[src/hdlc_defines.svh]
`ifndef HDLC_DEFINES_SVH
`define HDLC_DEFINES_SVH

// Host port register addresses
`define ADDR_EVENT_STATUS 8'hB1
`define ADDR_EVENT_MASK   8'hB2
`define ADDR_RX_INFO      8'hB3
`define ADDR_RX_FIFO      8'hB4

// Event register bit positions
`define EV_RX_END   6
`define EV_RX_START 5
`define EV_RX_HALF  4
`define EV_RX_NE    3
`define EV_TX_HALF  2
`define EV_TX_NF    1
`define EV_TX_MEND  0
`define EV_LATCHED  7'h61
`define EV_WIDTH    7

// Receive information bit positions
`define INF_ABORT  7
`define INF_CRCERR 6
`define INF_OVR    5
`define INF_VALID  4
`define INF_EMPTY  3
`define INF_GOOD   2
`define INF_CLOSE  1
`define INF_OPEN   0

// Sizes and reset values
`define FIFO_DEPTH  64
`define ABORT_ONES  3'h7
`define ONES_PRE    3'h6
`define ZERO8       8'h00
`define MASK_RESET  8'h00

`endif

[src/hdlc_pkg.sv]
package hdlc_pkg;

    // One received byte with its framing marks
    typedef struct packed {
        logic       first;
        logic       last;
        logic       crc_ok;
        logic [7:0] data;
    } rx_byte_t;

    // One stored FIFO entry with head-of-FIFO tags
    typedef struct packed {
        logic       first;
        logic       last;
        logic       good;
        logic [7:0] data;
    } fifo_entry_t;

    // One host port access
    typedef struct packed {
        logic       wr;
        logic       rd;
        logic [7:0] addr;
        logic [7:0] wdata;
    } host_req_t;

    // Receive message tracking
    typedef enum logic [1:0] {
        MSG_IDLE  = 2'b00,
        MSG_BODY  = 2'b01,
        MSG_FAULT = 2'b10
    } msg_state_t;

endpackage

[src/rx_fifo_mem.sv]
`timescale 1ns/100ps

module rx_fifo_mem #(
    parameter int WIDTH = 11,
    parameter int DEPTH = 64,
    parameter int AW    = $clog2(DEPTH)
) (
    // Clock
    input  wire logic             ref_clk,
    // Write side
    input  wire logic             wr_en,
    input  wire logic [AW-1:0]    wr_addr,
    input  wire logic [WIDTH-1:0] wr_data,
    // Read side
    input  wire logic [AW-1:0]    rd_addr,
    output logic      [WIDTH-1:0] rd_data
);

    logic [WIDTH-1:0] mem [DEPTH];

    // Storage write
    always_ff @(posedge ref_clk) begin
        if (wr_en) begin
            mem[wr_addr] <= wr_data;
        end
    end

    // Registered read of the addressed entry
    always_ff @(posedge ref_clk) begin
        rd_data <= mem[rd_addr];
    end

endmodule

[src/hdlc_rx_status_and_event_unit.sv]
`timescale 1ns/100ps
`include "hdlc_defines.svh"
// Function
// - Packet end on good finish or fault
// - Packet start on opening byte
// - Receive half-full above FIFO midpoint
// - Receive not-empty while bytes wait
// - Transmit half-empty below FIFO midpoint
// - Transmit not-full while room remains
// - Transmit message end on finished message
// - Start, end, tx-end latched until a written one clears them
// - Per-event mask bit gates interrupt
// - Abort flag on seven ones
// - Checksum error flag on bad CRC
// - Overrun flag on store into full
// - Valid flag on checked good packet
// - Live empty level for receive FIFO
// - Good tag on last byte of good message
// - Closing tag on any last byte
// - Opening tag on first byte
// - Info flags latched until a written one clears them
// - FIFO byte presented MSB in bit 7
// - Low interrupt while unmasked event pending
// - Written ones load copy and clear latch
module hdlc_rx_status_and_event_unit #(
    parameter int DEPTH = `FIFO_DEPTH,
    parameter int AW    = $clog2(DEPTH)
) (
    // Clock and reset
    input  wire logic               ref_clk,
    input  wire logic               nrst,
    // Host parallel port
    input  wire hdlc_pkg::host_req_t host_req,
    output logic [7:0]              host_rdata,
    output logic                    int_n,
    // Receive HDLC controller
    input  wire logic               rx_bit_valid,
    input  wire logic               rx_bit,
    input  wire logic               rx_byte_valid,
    input  wire hdlc_pkg::rx_byte_t  rx_byte,
    // Transmit HDLC controller
    input  wire logic [AW:0]        tx_fifo_level,
    input  wire logic               tx_msg_done
);
    import hdlc_pkg::*;

    localparam logic [AW:0] HALF = (AW+1)'(DEPTH / 2);
    localparam logic [AW:0] FULL = (AW+1)'(DEPTH);

    logic [AW-1:0]      wr_ptr, rd_ptr;
    logic [AW:0]        rx_count;
    logic               fifo_full, fifo_empty, push, pop, overrun, empty_view;
    fifo_entry_t        wr_entry, head;
    logic [10:0]        head_bits;
    logic [2:0]         ones_cnt;
    logic               abort_pulse;
    msg_state_t         state, next_state;
    logic               in_msg, end_evt, good_end, crc_bad;
    logic [6:0]         ev_set, ev_latch, ev_live, cur_events, ev_copy;
    logic [7:0]         mask;
    logic [7:4]         info_set, info_latch, info_copy;
    logic [7:0]         status_clr, info_clr;
    logic               acc_status_wr, acc_info_wr, acc_mask_wr, acc_fifo_rd;

    // Address match for one host access kind
    function automatic logic hit(input logic strobe, input logic [7:0] addr,
                                 input logic [7:0] target);
        return strobe && (addr == target);
    endfunction

    // Host access decode
    assign acc_status_wr = hit(host_req.wr, host_req.addr, `ADDR_EVENT_STATUS);
    assign acc_mask_wr   = hit(host_req.wr, host_req.addr, `ADDR_EVENT_MASK);
    assign acc_info_wr   = hit(host_req.wr, host_req.addr, `ADDR_RX_INFO);
    assign acc_fifo_rd   = hit(host_req.rd, host_req.addr, `ADDR_RX_FIFO);
    assign status_clr    = acc_status_wr ? host_req.wdata : `ZERO8;
    assign info_clr      = acc_info_wr ? host_req.wdata : `ZERO8;

    // Run of consecutive ones on the receive bit stream
    always_ff @(posedge ref_clk or negedge nrst) begin
        if (!nrst) begin
            ones_cnt <= 3'h0;
        end else if (rx_bit_valid) begin
            if (!rx_bit) begin
                ones_cnt <= 3'h0;
            end else if (ones_cnt != `ABORT_ONES) begin
                ones_cnt <= ones_cnt + 3'h1;
            end
        end
    end

    // One pulse per run of seven or more ones
    assign abort_pulse = rx_bit_valid && rx_bit && (ones_cnt == `ONES_PRE);

    // FIFO fill and drain conditions
    assign fifo_full  = (rx_count == FULL);
    assign fifo_empty = (rx_count == '0);
    assign push       = rx_byte_valid && !fifo_full;
    assign overrun    = rx_byte_valid && fifo_full;
    assign pop        = acc_fifo_rd && !fifo_empty;

    // Message tracking for fault and end detection
    always_comb begin
        next_state = state;
        case (state)
            MSG_IDLE: begin
                if (rx_byte_valid && rx_byte.first) begin
                    next_state = overrun ? MSG_FAULT : MSG_BODY;
                end
            end
            MSG_BODY: begin
                if (overrun) begin
                    next_state = MSG_FAULT;
                end
            end
            MSG_FAULT: next_state = MSG_FAULT;
            default:   next_state = MSG_IDLE;
        endcase
        if (abort_pulse || (rx_byte_valid && rx_byte.last)) begin
            next_state = MSG_IDLE;
        end
    end

    // Message state register
    always_ff @(posedge ref_clk or negedge nrst) begin
        if (!nrst) begin
            state <= MSG_IDLE;
        end else begin
            state <= next_state;
        end
    end

    // Message end and result classification
    assign in_msg   = (state != MSG_IDLE) || (rx_byte_valid && rx_byte.first);
    assign crc_bad  = rx_byte_valid && rx_byte.last && !rx_byte.crc_ok;
    assign good_end = push && rx_byte.last && rx_byte.crc_ok && (state != MSG_FAULT);
    assign end_evt  = (in_msg && abort_pulse) || (rx_byte_valid && rx_byte.last)
                      || overrun;

    // Entry stored with its opening, closing and good marks
    always_comb begin
        wr_entry.first = rx_byte.first;
        wr_entry.last  = rx_byte.last;
        wr_entry.good  = good_end;
        wr_entry.data  = rx_byte.data;
    end

    // FIFO pointers and occupancy
    always_ff @(posedge ref_clk or negedge nrst) begin
        if (!nrst) begin
            wr_ptr   <= '0;
            rd_ptr   <= '0;
            rx_count <= '0;
        end else begin
            if (push) begin
                wr_ptr <= wr_ptr + 1'b1;
            end
            if (pop) begin
                rd_ptr <= rd_ptr + 1'b1;
            end
            if (push && !pop) begin
                rx_count <= rx_count + 1'b1;
            end else if (pop && !push) begin
                rx_count <= rx_count - 1'b1;
            end
        end
    end

    // Empty level aligned with the registered head entry
    always_ff @(posedge ref_clk or negedge nrst) begin
        if (!nrst) begin
            empty_view <= 1'b1;
        end else begin
            empty_view <= fifo_empty;
        end
    end

    // Receive byte storage
    rx_fifo_mem #(
        .WIDTH ($bits(fifo_entry_t)),
        .DEPTH (DEPTH)
    ) u_mem (
        .ref_clk (ref_clk),
        .wr_en   (push),
        .wr_addr (wr_ptr),
        .wr_data (wr_entry),
        .rd_addr (rd_ptr),
        .rd_data (head_bits)
    );
    assign head = fifo_entry_t'(head_bits);

    // Event sources, latched and live
    always_comb begin
        ev_set               = '0;
        ev_set[`EV_RX_END]   = end_evt;
        ev_set[`EV_RX_START] = rx_byte_valid && rx_byte.first;
        ev_set[`EV_TX_MEND]  = tx_msg_done;
        ev_live              = '0;
        ev_live[`EV_RX_HALF] = (rx_count > HALF);
        ev_live[`EV_RX_NE]   = !fifo_empty;
        ev_live[`EV_TX_HALF] = (tx_fifo_level < HALF);
        ev_live[`EV_TX_NF]   = (tx_fifo_level < FULL);
    end
    assign cur_events = (ev_latch & `EV_LATCHED) | (ev_live & ~`EV_LATCHED);

    // Sticky events, a new event wins over a clear
    always_ff @(posedge ref_clk or negedge nrst) begin
        if (!nrst) begin
            ev_latch <= '0;
        end else begin
            ev_latch <= (ev_set | (ev_latch & ~status_clr[6:0])) & `EV_LATCHED;
        end
    end

    // Read copy of events loaded per written one
    always_ff @(posedge ref_clk or negedge nrst) begin
        if (!nrst) begin
            ev_copy <= '0;
        end else if (acc_status_wr) begin
            ev_copy <= (cur_events & host_req.wdata[6:0])
                       | (ev_copy & ~host_req.wdata[6:0]);
        end
    end

    // Information flag sources
    always_comb begin
        info_set              = '0;
        info_set[`INF_ABORT]  = abort_pulse;
        info_set[`INF_CRCERR] = crc_bad;
        info_set[`INF_OVR]    = overrun;
        info_set[`INF_VALID]  = good_end;
    end

    // Sticky information flags, set wins over clear
    always_ff @(posedge ref_clk or negedge nrst) begin
        if (!nrst) begin
            info_latch <= '0;
        end else begin
            info_latch <= info_set | (info_latch & ~info_clr[7:4]);
        end
    end

    // Read copy of information flags
    always_ff @(posedge ref_clk or negedge nrst) begin
        if (!nrst) begin
            info_copy <= '0;
        end else if (acc_info_wr) begin
            info_copy <= (info_latch & host_req.wdata[7:4])
                         | (info_copy & ~host_req.wdata[7:4]);
        end
    end

    // Interrupt mask register, top bit kept at zero
    always_ff @(posedge ref_clk or negedge nrst) begin
        if (!nrst) begin
            mask <= `MASK_RESET;
        end else if (acc_mask_wr) begin
            mask <= {1'b0, host_req.wdata[6:0]};
        end
    end

    // Interrupt pin, low while any enabled event is pending
    always_ff @(posedge ref_clk or negedge nrst) begin
        if (!nrst) begin
            int_n <= 1'b1;
        end else begin
            int_n <= ~|(cur_events & mask[6:0]);
        end
    end

    // Registered host read data
    always_ff @(posedge ref_clk or negedge nrst) begin
        if (!nrst) begin
            host_rdata <= `ZERO8;
        end else if (host_req.rd) begin
            case (host_req.addr)
                `ADDR_EVENT_STATUS: host_rdata <= {1'b0, ev_copy};
                `ADDR_EVENT_MASK:   host_rdata <= mask;
                `ADDR_RX_INFO: begin
                    host_rdata <= {info_copy, empty_view,
                                   head.good && !empty_view,
                                   head.last && !empty_view,
                                   head.first && !empty_view};
                end
                `ADDR_RX_FIFO: host_rdata <= empty_view ? `ZERO8 : head.data;
                default:            host_rdata <= `ZERO8;
            endcase
        end
    end
endmodule

[config.mk]
export PLATFORM = sky130hd
export DESIGN_NAME = hdlc_rx_status_and_event_unit
export DESIGN_NICKNAME = d
export VERILOG_FILES = /design/src/hdlc_pkg.sv /design/src/rx_fifo_mem.sv /design/src/hdlc_rx_status_and_event_unit.sv
export VERILOG_INCLUDE_DIRS = /design/src
export SDC_FILE = /design/constraint.sdc
export NUM_CORES = 1
export LEC_CHECK = 0
export ABC_AREA = 1
export BUFFER_PORTS_ARGS = -buffer_cell sky130_fd_sc_hd__clkbuf_2
export CORE_UTILIZATION = 34
export DETAILED_ROUTE_END_ITERATION = 8
export GPL_TIMING_DRIVEN = 0
export PLACE_DENSITY = 0.45
export SYNTH_ARGS = -nofsm -noshare
export SYNTH_HDL_FRONTEND = slang
export SYNTH_HIERARCHICAL = 1
export SYNTH_SLANG_ARGS = --single-unit
[constraint.sdc]
create_clock -name ref_clk -period 5.9 [get_ports ref_clk]
set_input_delay 0.885 -clock ref_clk [delete_from_list [all_inputs] [get_ports ref_clk]]
set_output_delay 0.885 -clock ref_clk [all_outputs]
set_load 0.02 [all_outputs]
Word level (Yosys, flattened, before mapping)
Memory sizes are Yosys's and may differ from the RTL's. A register that Yosys moved wholly into a read port is not among the register bits. Cells that the tools add are included.

Memories kept: 1. Flip-flop bits (word level): 59. Word-level logic and storage cells: 105. Bits in writable memories: 704. Output and inout bits: 9.

Reductions and logical operators: 39. Bitwise logic cells: 16. Equality and inequality tests: 13. Muxes and demuxes: 15. Order comparisons: 3. Add/subtract/negate cells: 5.

Memories: u_mem.mem (words 64, width 11, read ports 1, clocked after memory_dff 1, wr ports 1, line rx_fifo_mem.sv:19) `logic [WIDTH-1:0] mem [DEPTH];`.

Operator list (number): $eq 8x8->1 const B (4); $pmux 8 s4 (1); $and 7x7->7 (4); $logic_and 1x1->1 (21); $mux 7 (3); $mux 8 (2); $not 7->7 (2); $or 7x7->7 (2); $add 6x1->6 const B (2); $and 4x4->4 (3); $ne 3x3->1 const B (3); $mux 2 (4); $not 4->4 (2); $or 4x4->4 (2); $add 7x1->7 const B (1); $eq 7x7->1 const B (1); $gt 7x6->1 const B (1); $logic_not 1->1 (7); $logic_not 7->1 (1); $lt 7x6->1 const B (1); $lt 7x7->1 const B (1); $or 7x5->7 (1); $reduce_or 7->1 (1); $sub 7x1->7 const B (1); other kinds (13) (20).

Longest topological paths before layout
Depth in word-level cells: 7. Depth in mapped cells: 16. Gate-level depth less buffers: 16.

Hierarchy
The synthesis kept the hierarchy.

Modules (own cells, without submodules): rx_fifo_mem (times used 1, seq. area each 21360.5 um^2, area each 28825.1 um^2, cells an instance 2446); hdlc_rx_status_and_event_unit (times used 1, seq. area each 1478.9 um^2, area each 3378.2 um^2, cells an instance 425).

Worst setup path after synthesis
Ideal clock, no wire load.

Path type: input to register. Start: input rx_byte_valid. End: memory u_mem.mem[0][8] (data pin). Path slack: 2669 ps. Cell stages on the path: 4. Required time: 5401 ps. Path buffers: 0. Arrival time: 2732 ps. Cell sequence: inv_1 > nor2_4 > inv_1 > nor2_1.

Word-level cells in the longest chain between the ends: 4.

Ends and longest elaborated chain: from (decl) (line hdlc_rx_status_and_event_unit.sv:39) `input wire logic rx_byte_valid,`; $logic_and 1x1->1 (line hdlc_rx_status_and_event_unit.sv:98) `assign push = rx_byte_valid && !fifo_full;`; named net push (line hdlc_rx_status_and_event_unit.sv:52) `logic fifo_full, fifo_empty, push, pop, overrun, empty_view;`; $logic_and 1x1->1 (3 in a row) (line hdlc_rx_status_and_event_unit.sv:136) `assign good_end = push && rx_byte.last && rx_byte.crc_ok && (state != MSG_FAULT);`; named net good_end (line hdlc_rx_status_and_event_unit.sv:58) `logic in_msg, end_evt, good_end, crc_bad;`; to (decl) (line rx_fifo_mem.sv:19).

The timed path passes the listed nets, and every way through them passes these cells.

Worst setup path in the final report
Start: register rx_count[0]. End: memory u_mem.mem[7][0] (enable).

Word-level cells in the longest chain between the ends: 5.

Ends and longest elaborated chain: from (decl) (line hdlc_rx_status_and_event_unit.sv:51) `logic [AW:0] rx_count;`; from (signal assigned) (line hdlc_rx_status_and_event_unit.sv:162) `rx_count <= rx_count + 1'b1;`; from (signal assigned) (line hdlc_rx_status_and_event_unit.sv:164) `rx_count <= rx_count - 1'b1;`; $eq 7x7->1 (line hdlc_rx_status_and_event_unit.sv:96) `assign fifo_full = (rx_count == FULL);`; $logic_not 1->1 (line hdlc_rx_status_and_event_unit.sv:98); $logic_and 1x1->1 (line hdlc_rx_status_and_event_unit.sv:98); named net push (line hdlc_rx_status_and_event_unit.sv:52); $mux 1 (line rx_fifo_mem.sv:23) `if (wr_en) begin`; $mux 1 (implied by the code) (line rx_fifo_mem.sv:24) `mem[wr_addr] <= wr_data;`.

The timed path passes the listed nets, and every way through them passes these cells.

==> impl_metrics.env <==
export IMPL_synth_seq_area_share=0.709
export IMPL_wl_per_cell_um=24.4
export IMPL_worstSetupEndpointType="flip-flop"
export IMPL_drt_iter0_drc=2127
export IMPL_gr_total_overflow=0
export IMPL_die_w_um=310
export IMPL_cp_slowest_cell="nor2_1"
export IMPL_synth_warnings=6
export IMPL_grt_util_all_layers=0.223
export IMPL_cts_sinks=774
export IMPL_cpPeakStageDelay_ns=1.39
export IMPL_pre_cts_slack_ns=1.52
export IMPL_status="finished, final reports clean"
export IMPL_drv_slew=0
export IMPL_ios=51
export IMPL_worstPathRequired_ns=6.13
export IMPL_grt_pass1_vias=21261
export IMPL_synth_top_cell_area_share=0.656
export IMPL_crit_fanout=11
export IMPL_yosys_area_top_type="edfxtp_1"
export IMPL_place_congestion=0.875
export IMPL_final_antenna_net_count=0
export IMPL_ys_flop_type="edfxtp_1"
export IMPL_design_area_um2=37200
export IMPL_cp_start_kind="flip-flop"
export IMPL_final_layout_size_suffix_gt1_frac=0.113
export IMPL_r2r_cells=7
export IMPL_worst_pin_slew_ns=1.44
export IMPL_cts_hold_buf=0
export IMPL_worstHoldPathType="input pin to asynchronous set/reset pin"
export IMPL_postCtsSetupBuffers=0
export IMPL_critPathKind="flip-flop to flip-flop"
export IMPL_ys_async_sr_fraction=0.0762
export IMPL_synthCells=2871
export IMPL_antenna_found_initial=2
export IMPL_synth_edf_count=704
export IMPL_critPathArrivalTime_ns=4.33
export IMPL_syn_area_um2=32200
export IMPL_p_per_area_nw_per_um2=348
export IMPL_fin_skew_ns=0.0258
export IMPL_worstPathCellList="nor2_1 > nand2_1 > nor2_1 > nor2_4 > clkbuf_1 > nand4_1 > nor2_1"
export IMPL_hold_slack_ns=0.378
export IMPL_die_height_um=310
export IMPL_finalHoldViolations=0
export IMPL_maxCapViolCount=0
export IMPL_max_clock_path_buffers=3
export IMPL_vias_per_cell=5.12
export IMPL_power_total_w=0.0130
export IMPL_cts_tree="done"
export IMPL_path_buf_inv=1
export IMPL_setup_ws_ns=1.81
export IMPL_htreeDepth=3
export IMPL_max_freq_mhz=244
export IMPL_leakage_nw=13.9
export IMPL_coreArea_um2=93600
export IMPL_period_needed_ns=4.09
export IMPL_grt_pass1_wl_mm=152
export IMPL_nets=3089
export IMPL_fillCellCount=9163
export IMPL_firstDrtPassIters=5
export IMPL_synthToLayoutAreaGrowth_pct=15.6
export IMPL_syn_avg_cell_area_um2=11.2
export IMPL_relSlewSlack=0.0381
export IMPL_ys_types=38
export IMPL_setup_viol=0
export IMPL_cts_repair_resize_count=0
export IMPL_cts_buffers=86
export IMPL_rows=112
export IMPL_vias=22334
export IMPL_cpMostUsedCell="nor2_1"
export IMPL_ir_drop_v=0.000229
export IMPL_port_buffers=44
export IMPL_rsz0062_at_grt="false"
export IMPL_cp_num_cells=7
export IMPL_clkTransAtPathRegs_ns=0.06
export IMPL_routed_wl_mm=106
export IMPL_path_delay_family="simple AND/OR/NAND/NOR gates"
export IMPL_cts_root_buf="clkbuf_16"
export IMPL_die_area_um2=96000
export IMPL_initial_core_util=0.344
export IMPL_hpwlAfterDp_mm=72.7
export IMPL_synthesis_nets=2929
export IMPL_tns_ns=0
export IMPL_clk_latency_ns=0.65
export IMPL_grt_max_degree=65
export IMPL_place_area_um2=34500
export IMPL_synth_seq_cells=774
export IMPL_drc=0
export IMPL_yosys_top_cells_area="edfxtp_1, nand2_1, nand3_1"
export IMPL_period_share=0.694
-- layout by cell type (no fill, tap or decap), types with 7 or more instances in the layout --
master,count
clkbuf_2,33
buf_1,14
nor2_4,8
nand2_1,1044
nand2_2,9
dfxtp_1,11
clkbuf_4,11
o21ai_0,26
clkinv_2,17
clkbuf_1,50
edfxtp_1,704
clkinv_1,20
inv_6,7
buf_4,25
xnor2_1,7
inv_1,49
nor4_2,8
dfrtp_1,57
buf_16,8
buf_2,96
clkbuf_16,88
buf_6,8
nand4_1,14
nand3b_1,10
nand3_1,640
nor2_1,68
ha_1,15
-- power by group --
part / switching (W) / internal [W] / leakage (nW) / total [W]
clock: 0.00220 / 0.00300 / 1.32 / 0.00519
sequential: 0.000131 / 0.00623 / 7.17 / 0.00636
combinational: 0.00106 / 0.000356 / 5.38 / 0.00142
-- registers in the layout, indices dropped and copies added (netlist names), 2 cells and up, named ones only --
name and count:
info_latch 4, u_mem/mem 704, rd_ptr 6, state 2
ev_latch 3, mask 7, wr_ptr 6, host_rdata 8
u_mem/rd_data 11, rx_count 7, ones_cnt 3
-- worst paths after layout --
| path | startpoint | slack, ns | end |
|---|---|---|---|
| max in group asynchronous | nrst | 4.94 | ones_cnt[1] |
| min in group ref_clk | tx_msg_done | 0.42 | ev_latch[0] |
| worst min register to register | info_latch[7] | 0.48 | info_latch[7] |
| worst max-delay path | rx_count[0] | 1.81 | u_mem/mem[7][0] |
| worst min-delay path | nrst | 0.38 | host_rdata[1] |
| worst max register to register | rx_count[0] | 1.81 | u_mem/mem[7][0] |
-- cells by family (layout without fill, tap and decap cells) --
family	Yosys count	in the layout	share of synthesized area
buffers and inverters	215	447	0.0311
AOI/OAI and AO/OA	45	45	0.00796
xor gates and xnor gates	11	11	0.00299
and+or+nand+nor	1810	1810	0.242
adders and majority gates	16	16	0.00645
DFF	774	774	0.709
other	0	1	0
-- per-stage QoR --
stage | util | std cells
3_3_place_gp | 0.363 | 4169
2_1_floorplan | - | 2871
5_1_grt | 0.398 | 4357
4_1_cts | 0.398 | 4357
3_5_place_dp | 0.369 | 4197
6_report | 0.398 | 4358
-- cell usage after synthesis (2+ instances only) --
cell type	n
nand2_1	1044
edfxtp_1	704
nand3_1	640
buf_2	96
nor2_1	73
dfrtp_1	57
inv_1	49
clkbuf_1	32
o21ai_0	26
ha_1	15
buf_1	14
buf_4	14
nand4_1	14
dfxtp_1	11
nand3b_1	10
nand2_2	9
nor4_1	8
nor2_4	7
xnor2_1	7
a21oi_1	5
inv_2	5
o21ai_2	4
xor2_1	4
buf_6	3
o21ai_1	3
a21boi_0	2
clkinv_1	2
dfstp_2	2
nor3_1	2
-- area by class of cell --
cell class                      count  area [µm²]  area share
Clock buffer                      109        2310      0.0621
Sequential cell                   774       22800       0.613
Multi-Input combinational cell   1882        8430       0.226
Clock inverter                     51         394      0.0106
Timing Repair Buffer               72         687      0.0184
Antenna cell                        1        2.50   0.0000672
Buffer                            159         792      0.0213
Inverter                           56         210     0.00565
Tap cell                         1254        1570      0.0421
-- per-layer routing --
metal  part of all wire  vias to the layer above  GRT usage
met5                  0                        -          0
met4              0.018                        0     0.0517
met3              0.063                      122     0.0329
met2               0.45                      692      0.344
met1               0.47                    11183      0.330
li1                   -                    10337          -
-- worst reg2reg max path, stage by stage (launching register included) --
cell,delay [ns]
dfrtp_1,0.45
nor2_1,0.07
nand2_1,0.13
nor2_1,0.11
nor2_4,0.25
clkbuf_1,0.47
nand4_1,0.81
nor2_1,1.40
Power figures use the tool's default switching activity.
